<file path="src/lcc_pkg.sv">
// Shared constants and types for the line channel control block.
package lcc_pkg;

  // Register indices and their byte addresses on the APB word grid.
  localparam logic [7:0] CHAN_CFG_IDX = 8'h06;
  localparam logic [7:0] IRQ_STAT_IDX = 8'h08;
  localparam logic [7:0] IRQ_MASK_IDX = 8'h09;
  localparam logic [7:0] LIVE_IDX = 8'h0A;
  localparam logic [7:0] WORD_BYTES = 8'h04;
  localparam logic [7:0] CHAN_CFG_ADDR = CHAN_CFG_IDX * WORD_BYTES;
  localparam logic [7:0] IRQ_STAT_ADDR = IRQ_STAT_IDX * WORD_BYTES;
  localparam logic [7:0] IRQ_MASK_ADDR = IRQ_MASK_IDX * WORD_BYTES;
  localparam logic [7:0] LIVE_ADDR = LIVE_IDX * WORD_BYTES;

  // Channel configuration field positions; bits above the top field read zero.
  localparam int unsigned CFG_W = 6;
  localparam int unsigned BIT_RAIL = 0;
  localparam int unsigned BIT_STS1 = 1;
  localparam int unsigned BIT_E3 = 2;
  localparam int unsigned BIT_LOCAL_LOOP = 3;
  localparam int unsigned BIT_REMOTE_LOOP = 4;
  localparam int unsigned BIT_PAT = 5;
  localparam logic [CFG_W-1:0] CFG_RESET = 6'h00;

  // Interrupt status and mask field positions.
  localparam int unsigned IRQ_W = 3;
  localparam int unsigned IRQ_PAT_ERR = 0;
  localparam int unsigned IRQ_VIOL = 1;
  localparam int unsigned IRQ_LOCK_CHG = 2;
  localparam logic [IRQ_W-1:0] IRQ_RESET = 3'h0;

  // Live state register field positions.
  localparam int unsigned LIVE_LOCK = 0;
  localparam int unsigned LIVE_HOST = 1;
  localparam int unsigned LIVE_PAT_ACT = 2;

  // Pseudo-random sequence taps and seed.
  localparam int unsigned LFSR_W = 23;
  localparam int unsigned P15_TAP_A = 14;
  localparam int unsigned P15_TAP_B = 13;
  localparam int unsigned P23_TAP_A = 22;
  localparam int unsigned P23_TAP_B = 17;
  localparam logic [LFSR_W-1:0] LFSR_SEED = 23'h7FFFFF;

  // Synchronised pin positions.
  localparam int unsigned NPIN = 6;
  localparam int unsigned PIN_TXP = 0;
  localparam int unsigned PIN_TXN = 1;
  localparam int unsigned PIN_RXP = 2;
  localparam int unsigned PIN_RXN = 3;
  localparam int unsigned PIN_VIOL = 4;
  localparam int unsigned PIN_HOST = 5;

  // Line rate and loop-back selections.
  typedef enum logic [1:0] {RATE_DS3, RATE_STS1, RATE_E3} lcc_rate_e;
  typedef enum logic [1:0] {LOOP_NONE, LOOP_REMOTE, LOOP_ANALOG, LOOP_DIGITAL} lcc_loop_e;
  typedef enum logic {SYNC_SEARCH, SYNC_LOCKED} lcc_sync_e;

endpackage

</file>
<file path="src/lcc_prbs.sv">
// Pseudo-random pattern generator and self-synchronising checker.
`timescale 1ns/10ps
module lcc_prbs #(
  parameter int unsigned LOCK_BITS = 32
) (
  // Clock and reset.
  input wire logic pclk,
  input wire logic presetn,
  // Control.
  input wire logic enable,
  input wire logic long_seq,
  input wire logic bit_tick,
  // Pattern data.
  output logic gen_bit,
  input wire logic rx_bit,
  output logic err_q,
  output logic locked
);

  initial begin
    if (LOCK_BITS < 2 || LOCK_BITS > 255) begin
      $error("lcc_prbs: LOCK_BITS must lie between 2 and 255");
    end
  end

  logic [lcc_pkg::LFSR_W-1:0] gen_q;
  logic [lcc_pkg::LFSR_W-1:0] chk_q;
  logic [7:0] good_q;
  lcc_pkg::lcc_sync_e sync_q;
  logic gen_fb;
  logic expect_bit;
  logic mismatch;

  // Feedback taps follow the selected sequence length.
  always_comb begin
    if (long_seq) begin
      gen_fb = gen_q[lcc_pkg::P23_TAP_A] ^ gen_q[lcc_pkg::P23_TAP_B];
      expect_bit = chk_q[lcc_pkg::P23_TAP_A] ^ chk_q[lcc_pkg::P23_TAP_B];
    end else begin
      gen_fb = gen_q[lcc_pkg::P15_TAP_A] ^ gen_q[lcc_pkg::P15_TAP_B];
      expect_bit = chk_q[lcc_pkg::P15_TAP_A] ^ chk_q[lcc_pkg::P15_TAP_B];
    end
  end

  assign gen_bit = gen_fb;
  assign mismatch = expect_bit ^ rx_bit;
  assign locked = (sync_q == lcc_pkg::SYNC_LOCKED);

  // Generator register; reseeded while disabled so it never sticks at zero.
  always_ff @(posedge pclk or negedge presetn) begin
    if (!presetn) begin
      gen_q <= lcc_pkg::LFSR_SEED;
    end else if (!enable) begin
      gen_q <= lcc_pkg::LFSR_SEED;
    end else if (bit_tick) begin
      gen_q <= {gen_q[lcc_pkg::LFSR_W-2:0], gen_fb};
    end
  end

  // Checker shift register loads the received bits it predicts from.
  always_ff @(posedge pclk or negedge presetn) begin
    if (!presetn) begin
      chk_q <= '0;
    end else if (enable && bit_tick) begin
      chk_q <= {chk_q[lcc_pkg::LFSR_W-2:0], rx_bit};
    end
  end

  // Error indication only while locked, one bit period long.
  always_ff @(posedge pclk or negedge presetn) begin
    if (!presetn) begin
      err_q <= 1'b0;
    end else if (!enable) begin
      err_q <= 1'b0;
    end else if (bit_tick) begin
      err_q <= mismatch && locked;
    end
  end

  // Lock after enough consecutive matches; lose lock after as many consecutive mismatches.
  always_ff @(posedge pclk or negedge presetn) begin
    if (!presetn) begin
      sync_q <= lcc_pkg::SYNC_SEARCH;
      good_q <= 8'h00;
    end else if (!enable) begin
      sync_q <= lcc_pkg::SYNC_SEARCH;
      good_q <= 8'h00;
    end else if (bit_tick) begin
      case (sync_q)
        lcc_pkg::SYNC_SEARCH: begin
          if (mismatch) begin
            good_q <= 8'h00;
          end else if (good_q == 8'(LOCK_BITS - 1)) begin
            sync_q <= lcc_pkg::SYNC_LOCKED;
            good_q <= 8'h00;
          end else begin
            good_q <= good_q + 8'h01;
          end
        end
        lcc_pkg::SYNC_LOCKED: begin
          if (mismatch) begin
            if (good_q == 8'(LOCK_BITS - 1)) begin
              sync_q <= lcc_pkg::SYNC_SEARCH;
              good_q <= 8'h00;
            end else begin
              good_q <= good_q + 8'h01;
            end
          end else begin
            good_q <= 8'h00;
          end
        end
        default: begin
          sync_q <= lcc_pkg::SYNC_SEARCH;
        end
      endcase
    end
  end

endmodule

</file>
<file path="src/lcc_top.sv">
// Channel control register with pattern test, loop-back and rate selection.
`timescale 1ns/10ps
module lcc_top #(
  parameter int unsigned DIV_DS3 = 3,
  parameter int unsigned DIV_STS1 = 2,
  parameter int unsigned DIV_E3 = 4,
  parameter int unsigned LOCK_BITS = 32
) (
  // APB clock and reset.
  input wire logic pclk,
  input wire logic presetn,
  // APB slave.
  input wire logic psel,
  input wire logic penable,
  input wire logic pwrite,
  input wire logic [7:0] paddr,
  input wire logic [31:0] pwdata,
  output logic [31:0] prdata,
  output logic pready,
  output logic pslverr,
  // Interrupt.
  output logic irq,
  // Control mode strap, high under host register control.
  input wire logic host_mode_in,
  // System-side transmit data.
  input wire logic tx_pos_data_in,
  input wire logic tx_neg_data_in,
  // Line-side receive data and decoder violation flag.
  input wire logic line_rx_pos_in,
  input wire logic line_rx_neg_in,
  input wire logic code_violation_in,
  // Line-side transmit data.
  output logic line_tx_pos,
  output logic line_tx_neg,
  // System-side receive data.
  output logic rx_pos_data_out,
  output logic neg_rail_or_violation_out,
  // Line section controls.
  output logic codec_enable,
  output logic analog_loop_enable,
  output logic bit_strobe
);

  initial begin
    if (DIV_DS3 < 2 || DIV_DS3 > 255 || DIV_STS1 < 2 || DIV_STS1 > 255 ||
        DIV_E3 < 2 || DIV_E3 > 255) begin
      $error("lcc_top: rate dividers must lie between 2 and 255");
    end
  end

  logic [lcc_pkg::CFG_W-1:0] cfg_q;
  logic [lcc_pkg::IRQ_W-1:0] stat_q;
  logic [lcc_pkg::IRQ_W-1:0] mask_q;
  logic [lcc_pkg::IRQ_W-1:0] events;
  logic [lcc_pkg::NPIN-1:0] pin_raw;
  logic [lcc_pkg::NPIN-1:0] pin_s1_q;
  logic [lcc_pkg::NPIN-1:0] pin_s2_q;
  logic [lcc_pkg::NPIN-1:0] pin_s3_q;
  logic [lcc_pkg::NPIN-1:0] pin_q;
  logic [7:0] div_q;
  logic [7:0] div_end;
  logic tick_q;
  logic pready_q;
  logic pslverr_q;
  logic [31:0] prdata_q;
  logic irq_q;
  logic wr_en;
  logic rd_en;
  logic addr_ok;
  logic [31:0] rd_word;
  logic [lcc_pkg::IRQ_W-1:0] w1c;
  lcc_pkg::lcc_rate_e rate;
  lcc_pkg::lcc_loop_e loop_mode;
  logic pat_active;
  logic gen_bit;
  logic chk_bit;
  logic pat_err;
  logic pat_locked;
  logic lock_prev_q;
  logic mark_par_q;
  logic tx_src_pos;
  logic tx_src_neg;
  logic line_tx_pos_q;
  logic line_tx_neg_q;
  logic rx_pos_q;
  logic rx_neg_q;
  logic analog_q;

  // Gather the pins that come from outside the clock domain.
  assign pin_raw[lcc_pkg::PIN_TXP] = tx_pos_data_in;
  assign pin_raw[lcc_pkg::PIN_TXN] = tx_neg_data_in;
  assign pin_raw[lcc_pkg::PIN_RXP] = line_rx_pos_in;
  assign pin_raw[lcc_pkg::PIN_RXN] = line_rx_neg_in;
  assign pin_raw[lcc_pkg::PIN_VIOL] = code_violation_in;
  assign pin_raw[lcc_pkg::PIN_HOST] = host_mode_in;

  // Three-stage synchroniser per pin; a change is accepted once stages two and three agree.
  for (genvar i = 0; i < lcc_pkg::NPIN; i++) begin : g_sync
    always_ff @(posedge pclk or negedge presetn) begin
      if (!presetn) begin
        pin_s1_q[i] <= 1'b0;
        pin_s2_q[i] <= 1'b0;
        pin_s3_q[i] <= 1'b0;
        pin_q[i] <= 1'b0;
      end else begin
        pin_s1_q[i] <= pin_raw[i];
        pin_s2_q[i] <= pin_s1_q[i];
        pin_s3_q[i] <= pin_s2_q[i];
        if (pin_s2_q[i] == pin_s3_q[i]) begin
          pin_q[i] <= pin_s3_q[i];
        end
      end
    end
  end

  // Rate decode: E3 overrides the STS-1 bit.
  always_comb begin
    if (cfg_q[lcc_pkg::BIT_E3]) begin
      rate = lcc_pkg::RATE_E3;
    end else if (cfg_q[lcc_pkg::BIT_STS1]) begin
      rate = lcc_pkg::RATE_STS1;
    end else begin
      rate = lcc_pkg::RATE_DS3;
    end
  end

  // Loop-back decode from the local and remote loop bits.
  always_comb begin
    case ({cfg_q[lcc_pkg::BIT_LOCAL_LOOP], cfg_q[lcc_pkg::BIT_REMOTE_LOOP]})
      2'b01: loop_mode = lcc_pkg::LOOP_REMOTE;
      2'b10: loop_mode = lcc_pkg::LOOP_ANALOG;
      2'b11: loop_mode = lcc_pkg::LOOP_DIGITAL;
      default: loop_mode = lcc_pkg::LOOP_NONE;
    endcase
  end

  // Bit period divider length follows the selected rate.
  always_comb begin
    case (rate)
      lcc_pkg::RATE_E3: div_end = 8'(DIV_E3 - 1);
      lcc_pkg::RATE_STS1: div_end = 8'(DIV_STS1 - 1);
      default: div_end = 8'(DIV_DS3 - 1);
    endcase
  end

  // Divider produces a one-cycle bit strobe.
  always_ff @(posedge pclk or negedge presetn) begin
    if (!presetn) begin
      div_q <= 8'h00;
      tick_q <= 1'b0;
    end else if (div_q >= div_end) begin
      div_q <= 8'h00;
      tick_q <= 1'b1;
    end else begin
      div_q <= div_q + 8'h01;
      tick_q <= 1'b0;
    end
  end

  // Pattern test runs only when enabled and the part is under host control.
  assign pat_active = cfg_q[lcc_pkg::BIT_PAT] && pin_q[lcc_pkg::PIN_HOST];

  // Checker input is the data arriving at the receive side of the loop.
  always_comb begin
    if (loop_mode == lcc_pkg::LOOP_DIGITAL) begin
      chk_bit = tx_src_pos | tx_src_neg;
    end else if (cfg_q[lcc_pkg::BIT_RAIL]) begin
      chk_bit = pin_q[lcc_pkg::PIN_RXP];
    end else begin
      chk_bit = pin_q[lcc_pkg::PIN_RXP] | pin_q[lcc_pkg::PIN_RXN];
    end
  end

  lcc_prbs #(
    .LOCK_BITS(LOCK_BITS)
  ) u_prbs (
    .pclk(pclk),
    .presetn(presetn),
    .enable(pat_active),
    .long_seq(rate == lcc_pkg::RATE_E3),
    .bit_tick(tick_q),
    .gen_bit(gen_bit),
    .rx_bit(chk_bit),
    .err_q(pat_err),
    .locked(pat_locked)
  );

  // Transmit source: pattern replaces system data; dual-rail pattern uses alternate marks.
  always_comb begin
    if (pat_active) begin
      if (cfg_q[lcc_pkg::BIT_RAIL]) begin
        tx_src_pos = gen_bit;
        tx_src_neg = 1'b0;
      end else begin
        tx_src_pos = gen_bit && !mark_par_q;
        tx_src_neg = gen_bit && mark_par_q;
      end
    end else if (cfg_q[lcc_pkg::BIT_RAIL]) begin
      tx_src_pos = pin_q[lcc_pkg::PIN_TXP];
      tx_src_neg = 1'b0;
    end else begin
      tx_src_pos = pin_q[lcc_pkg::PIN_TXP];
      tx_src_neg = pin_q[lcc_pkg::PIN_TXN];
    end
  end

  // Line transmit and system receive data move once per bit period.
  always_ff @(posedge pclk or negedge presetn) begin
    if (!presetn) begin
      line_tx_pos_q <= 1'b0;
      line_tx_neg_q <= 1'b0;
      rx_pos_q <= 1'b0;
      rx_neg_q <= 1'b0;
      mark_par_q <= 1'b0;
    end else if (tick_q) begin
      if (pat_active && gen_bit) begin
        mark_par_q <= !mark_par_q;
      end
      if (loop_mode == lcc_pkg::LOOP_REMOTE) begin
        line_tx_pos_q <= pin_q[lcc_pkg::PIN_RXP];
        line_tx_neg_q <= pin_q[lcc_pkg::PIN_RXN];
      end else begin
        line_tx_pos_q <= tx_src_pos;
        line_tx_neg_q <= tx_src_neg;
      end
      if (loop_mode == lcc_pkg::LOOP_DIGITAL) begin
        rx_pos_q <= tx_src_pos;
      end else begin
        rx_pos_q <= pin_q[lcc_pkg::PIN_RXP];
      end
      if (cfg_q[lcc_pkg::BIT_RAIL]) begin
        rx_neg_q <= pin_q[lcc_pkg::PIN_VIOL];
      end else if (pat_active) begin
        rx_neg_q <= pat_err;
      end else if (loop_mode == lcc_pkg::LOOP_DIGITAL) begin
        rx_neg_q <= tx_src_neg;
      end else begin
        rx_neg_q <= pin_q[lcc_pkg::PIN_RXN];
      end
    end
  end

  // Analog loop control is registered so the pin never glitches.
  always_ff @(posedge pclk or negedge presetn) begin
    if (!presetn) begin
      analog_q <= 1'b0;
    end else begin
      analog_q <= (loop_mode == lcc_pkg::LOOP_ANALOG);
    end
  end

  // APB decode; the slave answers with one wait state.
  assign wr_en = psel && penable && pwrite && pready_q;
  assign rd_en = psel && penable && !pwrite && !pready_q;
  assign addr_ok = (paddr == lcc_pkg::CHAN_CFG_ADDR) || (paddr == lcc_pkg::IRQ_STAT_ADDR) ||
                   (paddr == lcc_pkg::IRQ_MASK_ADDR) || (paddr == lcc_pkg::LIVE_ADDR);

  // Read multiplexer; unused high bits read as zero.
  always_comb begin
    rd_word = 32'h0000_0000;
    case (paddr)
      lcc_pkg::CHAN_CFG_ADDR: rd_word[lcc_pkg::CFG_W-1:0] = cfg_q;
      lcc_pkg::IRQ_STAT_ADDR: rd_word[lcc_pkg::IRQ_W-1:0] = stat_q;
      lcc_pkg::IRQ_MASK_ADDR: rd_word[lcc_pkg::IRQ_W-1:0] = mask_q;
      lcc_pkg::LIVE_ADDR: begin
        rd_word[lcc_pkg::LIVE_LOCK] = pat_locked;
        rd_word[lcc_pkg::LIVE_HOST] = pin_q[lcc_pkg::PIN_HOST];
        rd_word[lcc_pkg::LIVE_PAT_ACT] = pat_active;
      end
      default: rd_word = 32'h0000_0000;
    endcase
  end

  // Handshake, read data and error response.
  always_ff @(posedge pclk or negedge presetn) begin
    if (!presetn) begin
      pready_q <= 1'b0;
      pslverr_q <= 1'b0;
      prdata_q <= 32'h0000_0000;
    end else if (psel && penable && !pready_q) begin
      pready_q <= 1'b1;
      pslverr_q <= !addr_ok;
      if (rd_en) begin
        prdata_q <= rd_word;
      end
    end else begin
      pready_q <= 1'b0;
      pslverr_q <= 1'b0;
    end
  end

  // Channel configuration; only the six defined bits are stored.
  always_ff @(posedge pclk or negedge presetn) begin
    if (!presetn) begin
      cfg_q <= lcc_pkg::CFG_RESET;
    end else if (wr_en && paddr == lcc_pkg::CHAN_CFG_ADDR) begin
      cfg_q <= pwdata[lcc_pkg::CFG_W-1:0];
    end
  end

  // Interrupt mask.
  always_ff @(posedge pclk or negedge presetn) begin
    if (!presetn) begin
      mask_q <= lcc_pkg::IRQ_RESET;
    end else if (wr_en && paddr == lcc_pkg::IRQ_MASK_ADDR) begin
      mask_q <= pwdata[lcc_pkg::IRQ_W-1:0];
    end
  end

  // Events: a pattern error bit, a code violation bit, a change of lock.
  assign events[lcc_pkg::IRQ_PAT_ERR] = tick_q && pat_err && !cfg_q[lcc_pkg::BIT_RAIL];
  assign events[lcc_pkg::IRQ_VIOL] = tick_q && pin_q[lcc_pkg::PIN_VIOL] &&
                                     cfg_q[lcc_pkg::BIT_RAIL];
  assign events[lcc_pkg::IRQ_LOCK_CHG] = pat_locked != lock_prev_q;
  assign w1c = (wr_en && paddr == lcc_pkg::IRQ_STAT_ADDR) ? pwdata[lcc_pkg::IRQ_W-1:0] :
               lcc_pkg::IRQ_RESET;

  // Sticky status; a new event wins over a clear in the same cycle.
  always_ff @(posedge pclk or negedge presetn) begin
    if (!presetn) begin
      stat_q <= lcc_pkg::IRQ_RESET;
      lock_prev_q <= 1'b0;
    end else begin
      stat_q <= (stat_q & ~w1c) | events;
      lock_prev_q <= pat_locked;
    end
  end

  // Level interrupt from unmasked status.
  always_ff @(posedge pclk or negedge presetn) begin
    if (!presetn) begin
      irq_q <= 1'b0;
    end else begin
      irq_q <= |(stat_q & mask_q);
    end
  end

  // Outputs straight from flip-flops.
  assign prdata = prdata_q;
  assign pready = pready_q;
  assign pslverr = pslverr_q;
  assign irq = irq_q;
  assign line_tx_pos = line_tx_pos_q;
  assign line_tx_neg = line_tx_neg_q;
  assign rx_pos_data_out = rx_pos_q;
  assign neg_rail_or_violation_out = rx_neg_q;
  assign codec_enable = cfg_q[lcc_pkg::BIT_RAIL];
  assign analog_loop_enable = analog_q;
  assign bit_strobe = tick_q;

endmodule
</file>
<file path="config.mk">
export PLATFORM = sky130hd
export DESIGN_NAME = lcc_top
export DESIGN_NICKNAME = d
export VERILOG_FILES = /design/src/lcc_pkg.sv /design/src/lcc_prbs.sv /design/src/lcc_top.sv
export SDC_FILE = /design/constraint.sdc
export NUM_CORES = 1
export LEC_CHECK = 0
export BUFFER_PORTS_ARGS = -buffer_cell sky130_fd_sc_hd__buf_4
export CORE_AREA = 2 2 120 122
export CTS_BUF_LIST = sky130_fd_sc_hd__clkbuf_16
export CTS_CLUSTER_SIZE = 12
export DETAILED_ROUTE_END_ITERATION = 10
export DIE_AREA = 0 0 122 124
export GPL_ROUTABILITY_DRIVEN = 0
export PLACE_DENSITY = 0.68
export SLEW_MARGIN = 20
export SYNTH_ARGS = -nofsm -noshare
export SYNTH_HDL_FRONTEND = slang
export SYNTH_SLANG_ARGS = --single-unit
</file>
<file path="constraint.sdc">
create_clock -name pclk -period 5.44 [get_ports pclk]
set_clock_uncertainty 0.15 [all_clocks]
set_input_delay 0.544 -clock pclk [delete_from_list [all_inputs] [get_ports pclk]]
set_output_delay 0.544 -clock pclk [all_outputs]
set_load 0.01 [all_outputs]
</file>
==> metrics.txt, run 1 <==
Port Buffers=40; Final #Nets=~570; Area Growth Syn to Fin=17.4%; Initial Util=0.396; CTS Hold Buffers Added=0; vias in the first global route=approximately 3,600; Worst path max stage delay=between 1 and 1.5 ns; setup TNS=0 ns; latest clock arrival within the worst-skew pair=a little over 0.4 ns; CP max FO=45; gr ovfl total=0; Post-synth EDFFs=0; Worst EP arrival=2.94 ns; Critical Path Sink Type=register; PostCTS Resize Cnt=0; dpl cell area=approximately 0.0058 mm^2; worst ir drop on vdd=roughly 0.19 mV; switch share=0.213; largest net degree at the start of global routing=61; Inserted Diodes=0; WS Path Type=reg2reg; synth unique cells=between 60 and 70; TritonCTS clock tree=yes; CP Launch Type=register; Pleak=2.90 nW; Post-Route WL=between 10,000 and 15,000 um; Post-DP HPWL=around 7000 um; Hold Path Class=in2async; Final min period=about 2.8 ns; GRT Total Usage=0.149; PnR worst setup slack=around 2.6 ns; most frequent cells in the layout=93 x dfrtp_1, 47 x nand2_1, 42 x buf_4; Post-Syn Area=0.00543 mm^2; RSZ-0062 raised after global routing=false; CTS H-Tree Depth=4; Power Internal=between 0.0015 and 0.002 W; I/O pin total=93; Comb pwr share=0.051; Slew Viols, Final=0; antenna violations before repair=0; ys async rst share=1.00; core box area=around 0.014 mm^2; final instance area=about 0.0064 mm^2; average cell area after synthesis=between 10 and 15 um^2; outcome=completed; power per cell area=between 300 and 400 mW/mm^2; DIE HEIGHT=124 um; max_slew headroom=0.317; Filler cells=roughly 1,300; die span in x=between 100 and 150 um; Max Cap Viol=0; sequential power share=0.437; Critical Path Most Common Cell=nand3_1; slowest CP cell=dfrtp_2; layout cells sized above 1=0.269; Worst-Margin Slew=1.02 ns; Largest delay share family, worst path=flip-flops; Buffers & Inverters on Critical Path=1; Mapped Cells=between 400 and 500; P_sw=0.000446 W; reg2reg setup slack=between 2 and 3 ns; sequential cell area fraction in the yosys report=0.545; DR vias/cell=5.14; Critical Path RT=roughly 5.6 ns; crit path cell chain=nand3_1 > buf_4 > nor2_1 > nand3_1 > nor4_1 > a2111oi_2 > o41ai_1; Clk pin slew, worst setup/hold paths=0.05 ns; # Post-CTS Setup Buffers=0; root buf cell=clkbuf_16; multi-input logic area=~0.0022 mm^2; warnings from Yosys=0; top_reg_cell synth=dfrtp_1; row count=between 40 and 50; DP Worst Slack=2.61 ns; Pwr Total=about 0.0021 W; global-route wire length before repair=roughly 17,000 um; drt pass-1 iters=5; Sequential Area=around 0.0030 mm^2; Tcrit/Tclk final=0.514; WL/cell=about 14 um; DRC Markers=0; ANT nets after route=0; fmax=approximately 0.36 GHz; clock tree buffer depth=2; Yosys reg bits=around 120; commonest non-fill, non-tap cell in the layout=dfrtp_1; CTS sink cnt=117; vias=3,653; die area=around 0.015 mm^2; TritonCTS Buffers=17; count of final hold-check violations=0; drt first-iter violations=about 230; clock power share=0.512; final setup fails=0
==> state kept, by name, indices dropped and copies added (netlist names), 3 cells and up <==
signal,count
u_prbs.gen_q,23
stat_q,3
cfg_q,6
div_q,8
pin_s1_q,6
pin_s3_q,6
pin_q,6
mask_q,3
u_prbs.good_q,8
prdata,6
u_prbs.chk_q,23
pin_s2_q,6
==> power by group through the flow <==
stage | logic (W) | registers (W) | clock network (W)
6_report | 0.000106 | 0.000911 | 0.00107
3_5_place_dp | 0.000107 | 0.000925 | 0
5_1_grt | 0.000121 | 0.000914 | 0.00114
2_1_floorplan | 0.0000664 | 0.000923 | 0
3_3_place_gp | 0.000105 | 0.000924 | 0
4_1_cts | 0.000108 | 0.000912 | 0.00109
==> layer usage <==
metal  GRT usage  vias up  part of all wire
li1            -     1723                 -
met1       0.186     1777              0.44
met2       0.232      130              0.47
met3      0.0444       23             0.061
met4      0.0841        0             0.032
met5           0        -                 0
==> synthesized netlist by cell type, types with 2 or more instances <==
| cell | n | area, um^2 |
|---|---|---|
| nor2b_1 | 6 | 37.5 |
| a31o_2 | 2 | 17.5 |
| a211oi_1 | 3 | 22.5 |
| or4_1 | 3 | 22.5 |
| nand4_1 | 8 | 50.1 |
| mux2_2 | 36 | 405 |
| buf_4 | 26 | 195 |
| a21oi_4 | 2 | 32.5 |
| xor2_1 | 2 | 17.5 |
| o41ai_1 | 2 | 17.5 |
| mux2i_1 | 27 | 270 |
| clkbuf_1 | 11 | 41.3 |
| dfrtp_1 | 94 | 2350 |
| or3_1 | 2 | 12.5 |
| a221oi_1 | 2 | 17.5 |
| buf_2 | 8 | 40.0 |
| nor3_1 | 13 | 65.1 |
| o22ai_1 | 2 | 12.5 |
| nor4_1 | 9 | 56.3 |
| a21o_1 | 2 | 15.0 |
| maj3_1 | 6 | 60.1 |
| a21oi_1 | 9 | 45.0 |
| nand3_1 | 20 | 100 |
| nand2_1 | 47 | 176 |
| a31oi_1 | 4 | 25.0 |
| o21ai_0 | 13 | 65.1 |
| dfstp_2 | 23 | 604 |
| and2_1 | 3 | 18.8 |
| nor2_1 | 23 | 86.3 |
| xnor2_1 | 8 | 70.1 |
| nor4_4 | 2 | 42.5 |
| o31ai_1 | 3 | 22.5 |
| ha_1 | 4 | 50.1 |
| inv_1 | 16 | 60.1 |
| a32oi_1 | 2 | 17.5 |
| nand2b_1 | 2 | 12.5 |
==> logic make-up after synthesis <==
kind of cell | share of synthesized area
buffers and inverters | 0.0648
adders and majority gates | 0.0203
other | 0.000691
xor gates and xnor gates | 0.0161
and+or+nand+nor | 0.139
AOI/OAI and AO/OA | 0.0860
muxes | 0.129
DFF | 0.545
==> layout make-up <==
cell class / count / area share
repair buffers: 42 / 0.0495
flip-flops and latches: 117 / 0.464
clock inverters: 15 / 0.0234
well taps: 180 / 0.0353
multi-input cells: 324 / 0.351
inverters: 16 / 0.00943
clock buffers: 17 / 0.0668
==> final timing paths <==
kind	to	from	cells after the start
setup / recovery	u_prbs.good_q[6]	bit_strobe	7
hold / removal	div_q[6]	presetn	1
setup reg to reg	u_prbs.good_q[6]	bit_strobe	7
hold reg to reg	pin_s2_q[2]	pin_s1_q[2]	0
max in group asynchronous	bit_strobe	presetn	2
min in group pclk	pin_s1_q[5]	host_mode_in	1
==> per-stage QoR <==
stage,std cells,hold slack (ns),util
final,711,0.0289,0.464
after global routing,711,0.0667,0.464
after CTS,711,0.0583,0.464
after detailed placement,679,0.188,0.422
after global placement,679,0.185,0.422
after floorplan,504,0.0984,-
Power figures use the tool's default switching activity.
==> inputs of run 2 (changes only) <==
--- a/config.mk
+++ b/config.mk
@@ -12,7 +12,7 @@
 export DETAILED_ROUTE_END_ITERATION = 10
 export DIE_AREA = 0 0 122 124
 export GPL_ROUTABILITY_DRIVEN = 0
-export PLACE_DENSITY = 0.68
+export PLACE_DENSITY = 0.71
 export SLEW_MARGIN = 20
 export SYNTH_ARGS = -nofsm -noshare
 export SYNTH_HDL_FRONTEND = slang
==> constraint.sdc (replaced) <==
create_clock -name pclk -period 2.4 [get_ports pclk]
set_clock_uncertainty 0.15 [all_clocks]
set_input_delay 0.24 -clock pclk [delete_from_list [all_inputs] [get_ports pclk]]
set_output_delay 0.24 -clock pclk [all_outputs]
set_load 0.01 [all_outputs]
==> run 2 against run 1 <==
Clock power increased by 140%. Register-to-register slack got worse by 2.5 ns. Power up 130%. Largest cell class unchanged. Count of clock-buffer cells in the layout unchanged. Via count is 2.8% higher. Combinational power increased to 2.6 times the previous value. Critical path depth is 1 lower. Maximum frequency increased by 22%. Worst hold slack better by 0.051 ns. First-iteration DRC count is 12% higher.
==> metrics.txt, run 2 (synthesized netlist as in run 1, its figures left out) <==
outcome=completed; switch share=0.208; drt pass-1 iters=7; CTS sink cnt=approximately 120; DRC Markers=0; antenna violations before repair=0; Initial Util=0.396; vias in the first global route=approximately 3,700; Tcrit/Tclk final=0.955; latest clock arrival within the worst-skew pair=0.41 ns; Hold Path Class=in2reg; worst ir drop on vdd=between 0.4 and 0.5 mV; Slew Viols, Final=0; Worst-Margin Slew=0.788 ns; most frequent cells in the layout=92 x dfrtp_1, 61 x buf_4, 47 x nand2_1; CTS H-Tree Depth=4; sequential power share=0.423; TritonCTS clock tree=yes; Pleak=3.07 nW; gr ovfl total=0; Inserted Diodes=0; critical register-to-register path startpoint=cfg_q[4]; hold path endpoint=prdata[1]; commonest non-fill, non-tap cell in the layout=dfrtp_1; DIE HEIGHT=approximately 120 um; Max Cap Viol=0; layout cells sized above 1=0.288; TritonCTS Buffers=17; Port Buffers=40; vias=3,757; Comb pwr share=0.057; largest net degree at the start of global routing=between 60 and 70; Post-DP HPWL=approximately 7200 um; CP max FO=9; CP startpoint=cfg_q[4]; reg2reg setup slack=0.11 ns; die span in x=122 um; Power Internal=roughly 0.0039 W; Critical Path RT=between 2 and 3 ns; CP Launch Type=register; Final #Nets=~610; drt first-iter violations=about 260; Area Growth Syn to Fin=23.6%; setup TNS=0 ns; final setup fails=0; P_sw=between 0.001 and 0.0015 W; max_slew headroom=0.460; core box area=0.0137 mm^2; Reg2Reg Depth=6; final instance area=0.00671 mm^2; RSZ-0062 raised after global routing=false; RR Endpoint=u_prbs.good_q[5]; die area=roughly 0.015 mm^2; GRT Total Usage=0.149; I/O pin total=between 90 and 100; clock tree buffer depth=2; fmax=0.436 GHz; Final min period=between 2 and 2.5 ns; WS Path Type=reg2reg; row count=43; HP Start=paddr[2]; hold path cells=4; Filler cells=1,215; count of final hold-check violations=0; Worst EP arrival=between 2 and 2.5 ns; WL/cell=13.9 um; power per cell area=~730 mW/mm^2; Critical Path Sink Type=register; DR vias/cell=approximately 5; root buf cell=clkbuf_16; biggest regs=u_prbs.chk_q (23), u_prbs.gen_q (23); Post-Route WL=between 10,000 and 15,000 um; global-route wire length before repair=about 17,000 um; clock power share=0.520; final core utilization=0.489; dpl cell area=0.00595 mm^2; ANT nets after route=0; Clk pin slew, worst setup/hold paths=around 0.05 ns
==> run 2: cell types whose count changed in the layout (fill, tap and decap cells not counted), sizes merged <==
cell,before,now
buf,42,62
inv,19,18
bufinv,3,4
dlygate4sd3,0,16
clkinvlp,3,2
==> run 2: timing repair <==
action                     in CTS  in global routing
gates resized for setup         0                  2
hold buffers                   16                  0
hold endpoints to repair       83                  0
setup buffers                   0                  1
setup endpoints to repair       0                  6
==> run 2: worst max-delay path by stage <==
stage / end / slack, ns / depth (start not counted)
finish: u_prbs.good_q[5] / 0.11 / 6
global route: u_prbs.good_q[3] / 0.02 / 6
CTS: u_prbs.good_q[5] / 0.12 / 6
detailed placement: u_prbs.good_q[5] / 0.12 / 6
global placement: cfg_q[0] / 0.17 / 4
floorplan: u_prbs.good_q[6] / 0.34 / 6
==> run 2: final cells by class <==
cell class | instances | area [um^2] | share of cell area
clock inverter | 14 | 169 | 0.0252
inverter | 16 | 60.1 | 0.00895
multi-input combinational | 324 | 2230 | 0.333
sequential | 117 | 2960 | 0.441
timing repair buffer | 78 | 638 | 0.0951
clock buffer | 17 | 425 | 0.0634
tap | 180 | 225 | 0.0336
==> run 2: power by group through the flow <==
stage	Sequential, W	Clock (W)	Combinational, W
3_3_place_gp	0.00209	0	0.000255
6_report	0.00206	0.00253	0.000279
5_1_grt	0.00206	0.00269	0.000312
3_5_place_dp	0.00209	0	0.000259
4_1_cts	0.00206	0.00259	0.000281
2_1_floorplan	0.00209	0	0.000150
==> run 2: metal layers <==
| layer | wire [um] | GRT usage | up-vias |
|---|---|---|---|
| met5 | 0 | 0 | - |
| met3 | 751 | 0.0531 | 25 |
| met4 | 233 | 0.0690 | 0 |
| met1 | 4570 | 0.181 | 1782 |
| met2 | 4840 | 0.239 | 154 |
| li1 | - | - | 1796 |
==> run 2: stage by stage <==
stage	hold WS (ns)	worst slack (ns)	power, W	instances
after floorplan	-0.206	0.337	0.00224	504
after global placement	0.0205	0.175	0.00234	698
after global routing	0.0885	0.0171	0.00507	746
after CTS	0.0502	0.118	0.00493	745
after detailed placement	0.0235	0.119	0.00235	698
final	0.0796	0.107	0.00487	746
==> run 2: worst max-delay path, cell delays in order, from the launching register on <==
cell and delay [ns]:
dfrtp_1 0.47, and2_1 0.26, a31o_2 0.29, a21o_1 0.30
o31ai_1 0.45, and2_1 0.18, o21ai_1 0.07
